[config.mk]
export PLATFORM = sky130hd
export DESIGN_NAME = udi_irq
export DESIGN_NICKNAME = d
export VERILOG_FILES = /design/src/verilog/udi_pkg.sv /design/src/verilog/udi_pulse_if.sv /design/src/verilog/udi_pulse_gen.sv /design/src/verilog/udi_irq.sv
export SDC_FILE = /design/constraint.sdc
export NUM_CORES = 1
export LEC_CHECK = 0
export BUFFER_PORTS_ARGS = -buffer_cell sky130_fd_sc_hd__buf_4
export CAP_MARGIN = 20
export CORE_ASPECT_RATIO = 1.25
export CORE_MARGIN = 2
export CORE_UTILIZATION = 35
export CTS_CLUSTER_DIAMETER = 50
export DETAILED_ROUTE_END_ITERATION = 6
export SLEW_MARGIN = 20
export SYNTH_ARGS = -nofsm -noshare
export SYNTH_HDL_FRONTEND = slang
export SYNTH_SLANG_ARGS = --single-unit
[constraint.sdc]
create_clock -name clk -period 1.8 [get_ports clk]
set_input_delay 0.27 -clock clk [delete_from_list [all_inputs] [get_ports clk]]
set_output_delay 0.27 -clock clk [all_outputs]
set_load 0.01 [all_outputs]
[src/verilog/udi_pkg.sv]
package udi_pkg;

   // Register bus geometry
   localparam int ADDR_W = 8;
   localparam int DATA_W = 32;

   // Register offsets
   localparam logic [7:0] OFS_MODE = 8'h0C;
   localparam logic [7:0] OFS_ICFG = 8'h10;
   localparam logic [7:0] OFS_USB_EN = 8'h14;
   localparam logic [7:0] OFS_USB_STAT = 8'h18;
   localparam logic [7:0] OFS_USB_CLR = 8'h1C;
   localparam logic [7:0] OFS_DMA_EN = 8'h20;
   localparam logic [7:0] OFS_DMA_STAT = 8'h24;
   localparam logic [7:0] OFS_DMA_CLR = 8'h28;

   // Register widths
   localparam int MODE_W = 16;
   localparam int ICFG_W = 8;

   // Field positions in device_mode_control
   localparam int GLINT_BIT = 3;

   // Field positions in irq_signal_config
   localparam int STYLE_BIT = 0;
   localparam int POL_BIT = 1;
   localparam int CTRL_MODE_LSB = 2;
   localparam int IN_MODE_LSB = 4;
   localparam int OUT_MODE_LSB = 6;

   // Reset values: level signaling, active low, global enable off
   localparam logic [15:0] MODE_RST = 16'h0000;
   localparam logic [7:0] ICFG_RST = 8'h00;
   localparam logic [31:0] EN_RST = 32'h0000_0000;

   // Pulse timing
   localparam int CLK_PERIOD_NS = 100;
   localparam int PULSE_NS = 60;
   localparam int PULSE_CYC_RAW = (PULSE_NS + CLK_PERIOD_NS - 1) / CLK_PERIOD_NS;
   localparam int PULSE_CYC = (PULSE_CYC_RAW < 1) ? 1 : PULSE_CYC_RAW;
   localparam int PULSE_CNT_W = 4;

   typedef enum logic {
      UDI_IDLE,
      UDI_PULSING
   } udi_pulse_state_t;

endpackage

[src/verilog/udi_pulse_if.sv]
`timescale 1ns/10ps
interface udi_pulse_if;
   logic trigger;
   logic pulse_on;

   modport gen (
      input trigger,
      output pulse_on
   );

   modport ctl (
      output trigger,
      input pulse_on
   );
endinterface

[src/verilog/udi_pulse_gen.sv]
`timescale 1ns/10ps
module udi_pulse_gen #(
   parameter int CYC = udi_pkg::PULSE_CYC
) (
   input wire logic clk,
   input wire logic rst_n,
   udi_pulse_if.gen pif
);

   udi_pkg::udi_pulse_state_t state;
   udi_pkg::udi_pulse_state_t next_state;
   logic [udi_pkg::PULSE_CNT_W-1:0] cnt;
   logic [udi_pkg::PULSE_CNT_W-1:0] next_cnt;

   always_comb begin
      next_state = state;
      next_cnt = cnt;
      case (state)
         udi_pkg::UDI_IDLE: begin
            if (pif.trigger) begin
               next_state = udi_pkg::UDI_PULSING;
               next_cnt = udi_pkg::PULSE_CNT_W'(CYC - 1);
            end
         end
         udi_pkg::UDI_PULSING: begin
            if (cnt == '0) begin
               next_state = udi_pkg::UDI_IDLE;
            end else begin
               next_cnt = cnt - 1'b1;
            end
         end
         default: begin
            next_state = udi_pkg::UDI_IDLE;
            next_cnt = '0;
         end
      endcase
   end

   always_ff @(posedge clk or negedge rst_n) begin
      if (!rst_n) begin
         state <= udi_pkg::UDI_IDLE;
         cnt <= '0;
      end else begin
         state <= next_state;
         cnt <= next_cnt;
      end
   end

   assign pif.pulse_on = (state == udi_pkg::UDI_PULSING);
endmodule

[src/verilog/udi_irq.sv]
// Overview of operation
// - Software selects pin polarity and level or pulse style in signal config.
// - Global enable bit in mode control masks the interrupt pin.
// - After reset the pin is active low with level signaling.
// - Pulse style emits one one-cycle (100 ns) pulse when combined request rises.
// - USB events and DMA events each set a sticky status bit.
// - A status bit counts only when its matching enable bit is set.
// - Three 2-bit mode fields for control, IN and OUT pipes.
// - With global enable off, events still log and a pin that is idle stays idle.
// - Level style: enabling globally with pending request asserts pin at once.
// - Level style: clearing global enable alone does not release the pin.
// - Pin releases when all pending status bits are cleared by software.
`timescale 1ns/10ps
module udi_irq #(
   parameter int N_USB = 32,
   parameter int N_DMA = 16
) (
   input wire logic clk,
   input wire logic rst_n,
   input wire logic [udi_pkg::ADDR_W-1:0] reg_addr,
   input wire logic [udi_pkg::DATA_W-1:0] reg_wdata,
   input wire logic reg_wr,
   input wire logic reg_rd,
   output logic [udi_pkg::DATA_W-1:0] reg_rdata,
   input wire logic [N_USB-1:0] usb_event,
   input wire logic [N_DMA-1:0] dma_event,
   output logic irq_pin,
   output logic [1:0] control_pipe_irq_mode,
   output logic [1:0] in_pipe_irq_mode,
   output logic [1:0] out_pipe_irq_mode
);

   // Set beats clear so an event in the clearing cycle survives
   function automatic logic [31:0] w1c(input logic [31:0] stat, input logic [31:0] clr,
                                       input logic [31:0] evt);
      return (stat & ~clr) | evt;
   endfunction

   function automatic logic wr_hit(input logic wr, input logic [7:0] addr,
                                   input logic [7:0] ofs);
      return wr && (addr == ofs);
   endfunction

   // Register state
   logic [udi_pkg::MODE_W-1:0] mode;
   logic [udi_pkg::MODE_W-1:0] next_mode;
   logic [udi_pkg::ICFG_W-1:0] icfg;
   logic [udi_pkg::ICFG_W-1:0] next_icfg;
   logic [N_USB-1:0] usb_en;
   logic [N_USB-1:0] next_usb_en;
   logic [N_DMA-1:0] dma_en;
   logic [N_DMA-1:0] next_dma_en;
   logic [N_USB-1:0] usb_stat;
   logic [N_USB-1:0] next_usb_stat;
   logic [N_DMA-1:0] dma_stat;
   logic [N_DMA-1:0] next_dma_stat;
   logic [udi_pkg::DATA_W-1:0] next_rdata;
   logic [31:0] usb_stat_w;
   logic [31:0] dma_stat_w;

   // Interrupt output state
   logic irq_active;
   logic next_irq_active;
   logic req_prev;
   logic next_req_prev;
   logic next_irq_pin;

   logic global_en;
   logic pulse_style;
   logic pol_high;
   logic req_any;
   logic req_gated;
   logic pin_on_next;

   udi_pulse_if pif ();

   udi_pulse_gen #(
      .CYC(udi_pkg::PULSE_CYC)
   ) u_pulse (
      .clk(clk),
      .rst_n(rst_n),
      .pif(pif)
   );

   assign global_en = mode[udi_pkg::GLINT_BIT];
   assign pulse_style = icfg[udi_pkg::STYLE_BIT];
   assign pol_high = icfg[udi_pkg::POL_BIT];

   assign req_any = (|(usb_stat & usb_en)) | (|(dma_stat & dma_en));
   assign req_gated = req_any & global_en;

   assign pif.trigger = pulse_style & req_gated & ~req_prev;

   // Register writes and status logging
   always_comb begin
      next_mode = mode;
      next_icfg = icfg;
      next_usb_en = usb_en;
      next_dma_en = dma_en;
      if (wr_hit(reg_wr, reg_addr, udi_pkg::OFS_MODE)) begin
         next_mode = reg_wdata[udi_pkg::MODE_W-1:0];
      end
      if (wr_hit(reg_wr, reg_addr, udi_pkg::OFS_ICFG)) begin
         next_icfg = reg_wdata[udi_pkg::ICFG_W-1:0];
      end
      if (wr_hit(reg_wr, reg_addr, udi_pkg::OFS_USB_EN)) begin
         next_usb_en = reg_wdata[N_USB-1:0];
      end
      if (wr_hit(reg_wr, reg_addr, udi_pkg::OFS_DMA_EN)) begin
         next_dma_en = reg_wdata[N_DMA-1:0];
      end
      usb_stat_w = w1c(32'(usb_stat),
                       wr_hit(reg_wr, reg_addr, udi_pkg::OFS_USB_CLR) ? reg_wdata : 32'h0,
                       32'(usb_event));
      dma_stat_w = w1c(32'(dma_stat),
                       wr_hit(reg_wr, reg_addr, udi_pkg::OFS_DMA_CLR) ? reg_wdata : 32'h0,
                       32'(dma_event));
      next_usb_stat = usb_stat_w[N_USB-1:0];
      next_dma_stat = dma_stat_w[N_DMA-1:0];
   end

   always_ff @(posedge clk or negedge rst_n) begin
      if (!rst_n) begin
         mode <= udi_pkg::MODE_RST;
         icfg <= udi_pkg::ICFG_RST;
         usb_en <= udi_pkg::EN_RST[N_USB-1:0];
         dma_en <= udi_pkg::EN_RST[N_DMA-1:0];
         usb_stat <= '0;
         dma_stat <= '0;
      end else begin
         mode <= next_mode;
         icfg <= next_icfg;
         usb_en <= next_usb_en;
         dma_en <= next_dma_en;
         usb_stat <= next_usb_stat;
         dma_stat <= next_dma_stat;
      end
   end

   // Read data, one cycle after the strobe; clear registers read as zero
   always_comb begin
      next_rdata = 32'h0000_0000;
      if (reg_rd) begin
         case (reg_addr)
            udi_pkg::OFS_MODE: next_rdata = 32'(mode);
            udi_pkg::OFS_ICFG: next_rdata = 32'(icfg);
            udi_pkg::OFS_USB_EN: next_rdata = 32'(usb_en);
            udi_pkg::OFS_USB_STAT: next_rdata = 32'(usb_stat);
            udi_pkg::OFS_DMA_EN: next_rdata = 32'(dma_en);
            udi_pkg::OFS_DMA_STAT: next_rdata = 32'(dma_stat);
            default: next_rdata = 32'h0000_0000;
         endcase
      end
   end

   always_ff @(posedge clk or negedge rst_n) begin
      if (!rst_n) begin
         reg_rdata <= 32'h0000_0000;
      end else begin
         reg_rdata <= next_rdata;
      end
   end

   // Pin drive
   always_comb begin
      next_irq_active = req_any & (irq_active | global_en);
      next_req_prev = req_gated;
      pin_on_next = pulse_style ? pif.pulse_on : next_irq_active;
      next_irq_pin = pol_high ? pin_on_next : ~pin_on_next;
   end

   always_ff @(posedge clk or negedge rst_n) begin
      if (!rst_n) begin
         irq_active <= 1'b0;
         req_prev <= 1'b0;
         irq_pin <= 1'b1;
      end else begin
         irq_active <= next_irq_active;
         req_prev <= next_req_prev;
         irq_pin <= next_irq_pin;
      end
   end

   assign control_pipe_irq_mode = icfg[udi_pkg::CTRL_MODE_LSB +: 2];
   assign in_pipe_irq_mode = icfg[udi_pkg::IN_MODE_LSB +: 2];
   assign out_pipe_irq_mode = icfg[udi_pkg::OUT_MODE_LSB +: 2];

   // Assertion helpers
   logic pin_on;
   logic first_cyc;
   logic pol_prev;

   // Pin lags a polarity write by one cycle
   assign pin_on = (irq_pin == pol_prev);

   always_ff @(posedge clk or negedge rst_n) begin
      if (!rst_n) begin
         first_cyc <= 1'b1;
         pol_prev <= udi_pkg::ICFG_RST[udi_pkg::POL_BIT];
      end else begin
         first_cyc <= 1'b0;
         pol_prev <= pol_high;
      end
   end
endmodule

==> flow_metrics.tcl, run 1 <==
set metrics [dict create \
    start_util_pct 35.7 \
    clk_latency_ps 430 \
    async_reset_ff_share_pct 100 \
    wire_per_inst_um 20.7 \
    grt_pass1_wl_mm 33.3 \
    crit_fanout 3 \
    antenna_found_initial 0 \
    cap_violations 0 \
    synth_warnings 0 \
    die_h_um 161 \
    track_usage_pct 21.2 \
    routabilityCongestion 0.895 \
    synth.distinct_cells 40 \
    core-area_sq_mm 0.0194 \
    max_freq_ghz 0.581 \
    antenna_cells 0 \
    synth_area_sq_mm 0.00692 \
    violations "design-rule violations" \
    portBuffers 130 \
    start_kind "register" \
    cts_max_path_buffers 2 \
    fp.dieW_um 130 \
    fin_crit_ps 1720 \
    worst_path_max_delay_cell "or4_1" \
    grt_max_degree 62 \
    fill_cells 1759 \
    dp_hpwl_mm 16.0 \
    cts_tree "yes" \
    drive_above_1_share_pct 39.2 \
    cts-root-buf "clkbuf_16" \
    placement_rows 57 \
    whs_ps 12.1 \
    finClkSkew_ps 9.85 \
    cp.required_ps 2150 \
    cpMostUsedCell "nand4_1" \
    htreeDepth 4 \
    synth_nets 669 \
    tightestPinTransition_ps 897 \
    synth_edf_count 0 \
    slew_headroom_pct 40.2 \
    status "finished with violations" \
    vias_per_cell 5.39 \
    final_cell_mix "buf_4 (167), dfrtp_1 (159), nand2_1 (74), mux2_2 (72), a22oi_1 (56)" \
    synthCells 576 \
    cts_sinks 160 \
    routed_wl_mm 21.5 \
    crit_chain "nand2_1 > nand4_1 > or4_1 > nand4bb_1 > nand4_1" \
    ant_nets 0 \
    syn_area_per_cell_sq_um 12.0 \
    endpoint_kind "register" \
    io-pin-count 131 \
    p_leak_uw 0.00413 \
    crit_arrival_ps 2070 \
    numCtsBuffers 17 \
    postLayoutCoreUtil_pct 48.6 \
    drv_slew 0 \
    rsz0062_at_grt "false" \
    clk_pin_slew_worst_paths_ps 70 \
    grt_pass1_vias 6020 \
    vdd_ir_drop_max_mv 0.724 \
    die_area_sq_mm 0.0209 \
    drc 3 \
    period_share_pct 95.6 \
    synth_ff_type "dfrtp_1" \
    holdCritPathClass "input pin to register" \
    total_power_uw 8080 \
    crit_type "register to register" \
    hold_viol_final 0 \
    area_delta_synth_final_pct 36.1 \
    synth-seq-area-share_pct 57.9 \
    final_common_cell "buf_4" \
    setup_viol 0 \
    globalRouteOverflowTotal 0 \
    cpPeakStageDelay_ps 580 \
    finalNetCount 853 \
    drt_iter0_drc 397 \
    p_per_area_mw_per_mm2 857 \
    vias 5590 \
    firstDrtPassIters 7 \
    ys_seq_elements 160 \
]
==> synthesized netlist by cell type (5+ instances only) <==
| master | count | area share (%) |
|---|---|---|
| nand4_1 | 16 | 1.4 |
| a21oi_1 | 12 | 0.87 |
| nor2_1 | 30 | 1.6 |
| mux2_2 | 72 | 12 |
| buf_4 | 6 | 0.65 |
| a21o_1 | 48 | 5.2 |
| a222oi_1 | 8 | 1.2 |
| clkbuf_1 | 10 | 0.54 |
| a21boi_0 | 9 | 0.98 |
| nand2_1 | 75 | 4.1 |
| inv_1 | 6 | 0.33 |
| dfrtp_1 | 159 | 57 |
| a221oi_1 | 10 | 1.3 |
| buf_2 | 10 | 0.72 |
| nor3_1 | 5 | 0.36 |
| a22oi_1 | 56 | 6.1 |
| mux2i_1 | 9 | 1.3 |
==> sequential cells by signal, indices dropped and copies added, names as in the netlist <==
name and count:
dma_en 16, dma_stat 16, usb_stat 32, mode 16, icfg 8, irq_active 1
usb_en 32, irq_pin 1, u_pulse.cnt 4, req_prev 1, u_pulse.pif.pulse_on 1, reg_rdata 32
==> final timing paths <==
kind / startpoint / end / slack (ps) / cells past startpoint
hold reg to reg: usb_stat[29] / usb_stat[29] / 510 / 1
setup reg to reg: dma_stat[13] / irq_pin / 80 / 5
hold / removal: usb_event[30] / usb_stat[30] / 10 / 2
min in group asynchronous: rst_n / reg_rdata[2] / 310 / 2
setup / recovery: dma_stat[13] / irq_pin / 80 / 5
max in group asynchronous: rst_n / reg_rdata[24] / 830 / 3
==> cell type report <==
class | instances | area, sq um | share of cell area (%)
clock buffer | 19 | 443 | 4.70
clock inverter | 13 | 124 | 1.31
inverter | 6 | 22.5 | 0.239
multi-input combinational | 381 | 2830 | 30.1
sequential | 160 | 4010 | 42.5
tap | 265 | 332 | 3.52
timing repair buffer | 194 | 1670 | 17.7
==> logic make-up after synthesis <==
kind of cell | count (synthesis) | share of synthesized area [%]
xor gates and xnor gates | 2 | 0.253
and+or+nand+nor | 146 | 9.85
adders and majority gates | 1 | 0.181
DFF | 160 | 57.9
buffers and inverters | 35 | 2.40
AOI/OAI and AO/OA | 151 | 16.4
muxes | 81 | 13.0
==> power breakdown <==
| group | switching [uW] | total (uW) | leakage (uW) | internal (uW) |
|---|---|---|---|---|
| Clock | 1540 | 3510 | 0.000272 | 1960 |
| Combinational | 383 | 786 | 0.00189 | 402 |
| Sequential | 86.9 | 3790 | 0.00197 | 3700 |
==> routing by layer <==
| layer | global-route usage, % | part of all wire (%) |
|---|---|---|
| met1 | 25.9 | 39 |
| met5 | 0 | 0 |
| met3 | 3.84 | 5.4 |
| met2 | 37.5 | 53 |
| met4 | 7.14 | 1.8 |
==> through the flow <==
step                setup TNS, ps  setup slack [ps]  cell area, sq um  cells
floorplan                   -8300              -189              7010    576
global placement           -28960              -325              8710    994
detailed placement         -32070              -310              8710    994
CTS                             0              45.1              9390   1037
global route                    0              18.6              9420   1038
finish                          0              78.4              9420   1038
==> what timing repair did <==
action	in CTS	in global routing
buffers inserted	0	0
endpoints found under the hold margin	39	1
resized for setup	0	5
endpoints found under the setup margin	0	4
hold buffers	11	1
==> critical path, delay by kind of cell (launching register included) <==
kind,cells,cell delay [ps]
AND/OR/NAND/NOR,5,1210
flip-flops,1,420
No activity file was read; power rests on OpenSTA's default activity.
==> run 2, diff against run 1 <==
clock period = 1.4 ns   (was 1.8 ns; I/O delays follow)
==> flow_metrics.tcl, run 2 (synthesized netlist as in run 1, its figures left out) <==
set metrics [dict create \
    status "finished with violations" \
    violations "negative setup slack" \
    dp_hpwl_mm 16.9 \
    routed_wl_mm 25.3 \
    antenna_found_initial 0 \
    cts_sinks 160 \
    grt_pass1_wl_mm 37.7 \
    clkPwrFrac_pct 43.2 \
    clk_pin_slew_worst_paths_ps 70 \
    p_leak_uw 0.00515 \
    switchingPower_uw 2810 \
    slew_headroom_pct 46.7 \
    globalRouteOverflowTotal 0 \
    period_share_pct 121 \
    placement_rows 57 \
    track_usage_pct 24.4 \
    ant_nets 0 \
    cts_max_path_buffers 2 \
    vias_per_cell 5.31 \
    crit_fanout 5 \
    endpoint_kind "register" \
    drc 0 \
    io-pin-count 131 \
    wire_per_inst_um 21.0 \
    routabilityCongestion 0.929 \
    cp.required_ps 1720 \
    fin_crit_ps 1690 \
    p_seq_share_pct 44.2 \
    crit_start "reg_addr[5]" \
    numCtsBuffers 17 \
    crit_arrival_ps 2020 \
    max_freq_ghz 0.591 \
    drt_iter0_drc 557 \
    start_util_pct 35.7 \
    antenna_cells 0 \
    cap_violations 0 \
    start_kind "input pin" \
    holdCritPathClass "input pin to register" \
    internal-power_uw 8190 \
    rr_startpoint "usb_en[18]" \
    htreeDepth 4 \
    finClkSkew_ps 9.14 \
    power.share.switching_pct 25.6 \
    dp_slack_ps -727 \
    final_common_cell "buf_4" \
    drt-met1-wl_mm 9.85 \
    die_area_sq_mm 0.0209 \
    crit_type "input pin to register" \
    drv_slew 0 \
    tightestPinTransition_ps 799 \
    clk_latency_ps 440 \
    total_power_uw 11000 \
    setup_viol 112 \
    cp-endpoint "reg_rdata[10]" \
    rsz0062_at_grt "true" \
    dr_wl_met3_mm 1.17 \
    core-area_sq_mm 0.0194 \
    stdcell_count 1204 \
    vdd_ir_drop_max_mv 0.909 \
    vias 6396 \
    setup_ws_ps -293 \
    portBuffers 130 \
    final_cell_mix "buf_4 (264), dfrtp_1 (159), mux2_2 (70), nand2_1 (51), dlygate4sd3_1 (49)" \
    fp.dieW_um 130 \
    reg.largest.list "reg_rdata x32, usb_en x32, usb_stat x32" \
    finalNetCount 1019 \
    grt_max_degree 42 \
    hold_viol_final 0 \
    regToRegSetupSlack_ps -240 \
    drive_above_1_share_pct 53.8 \
    p_per_area_mw_per_mm2 950 \
    firstDrtPassIters 5 \
    cts-root-buf "clkbuf_16" \
    worst_r2r_path_depth 6 \
    p_comb_share_pct 12.6 \
    routed-wl-met2_mm 13.3 \
    die_h_um 161 \
    grt_pass1_vias 6666 \
    cts_tree "yes" \
    r2r_end "u_pulse.pif.pulse_on" \
    route.top_layer_used "met4" \
    area_delta_synth_final_pct 67.1 \
    post-place-cells 1089 \
]
[run 2: cell count changes in the layout (fill, tap and decap cells not counted), moves of 12 or more]
cell / delta
nor2_4: +12
nor2_1: -16
a22oi_2: +13
buf_6: +12
buf_4: +97
a22oi_1: -13
nand2_2: +16
dlygate4sd3_1: +37
nand2_1: -23
[run 2: worst max-delay path, stage by stage]
cell and delay [ps]:
buf_6 90, or4b_4 570, or2_4 270, nor2_4 220, buf_6 150, clkbuf_16 140
a222oi_1 60, a21oi_1 300
[run 2: stage by stage]
stage / TNS, ps / utilization, % / instance area [sq um] / hold slack (ps)
after detailed placement: -84550 / 49.1 / 9520 / 150
after global routing: -25200 / 59.6 / 11600 / 7.30
after global placement: -80760 / 49.1 / 9520 / 146
final: -23850 / 59.6 / 11600 / 21.3
after CTS: -15340 / 56.9 / 11000 / 8.58
after floorplan: -48950 / - / 7090 / -85.6
[run 2: how the worst min path moves through the flow]
stage                              from          to  depth (start not counted)  slack [ps]
after floorplan                   rst_n   dma_en[0]                          0         -90
after global placement            rst_n     icfg[0]                          1         150
after detailed placement          rst_n     icfg[0]                          1         150
after CTS                 reg_wdata[26]  usb_en[26]                          2           9
after global routing      reg_wdata[27]  usb_en[27]                          2           7
final                     reg_wdata[27]  usb_en[27]                          2          20
[run 2: area by class of cell]
cell class	count	area (sq um)
Fill cell	1574	7830
Inverter	6	22.5
Clock inverter	15	173
Tap cell	265	332
Clock buffer	17	425
Timing Repair Buffer	359	3330
Sequential cell	160	4010
Multi-Input combinational cell	382	3280
[run 2: power groups by stage]
stage | sequential (uW) | combinational [uW] | clock (uW)
detailed placement | 4930 | 1120 | 0
global route | 4870 | 1490 | 5010
global placement | 4930 | 1100 | 0
CTS | 4850 | 1290 | 4800
floorplan | 4920 | 427 | 0
finish | 4860 | 1390 | 4750
[run 2: repair_timing]
item | 4_1_cts | 5_1_grt
pin swaps | 24 | 49
cloned | 7 | 5
setup endpoints to repair | 116 | 113
hold endpoints to repair | 73 | 0
buffers inserted | 10 | 15
gates resized for setup | 50 | 83
hold buffers | 49 | 0
[run 2: metal layers]
layer / global-route usage [%] / vias up
li1: - / 2872
met1: 28.6 / 3215
met2: 41.7 / 245
met3: 5.17 / 64
met4: 12.4 / 0
met5: 0 / -
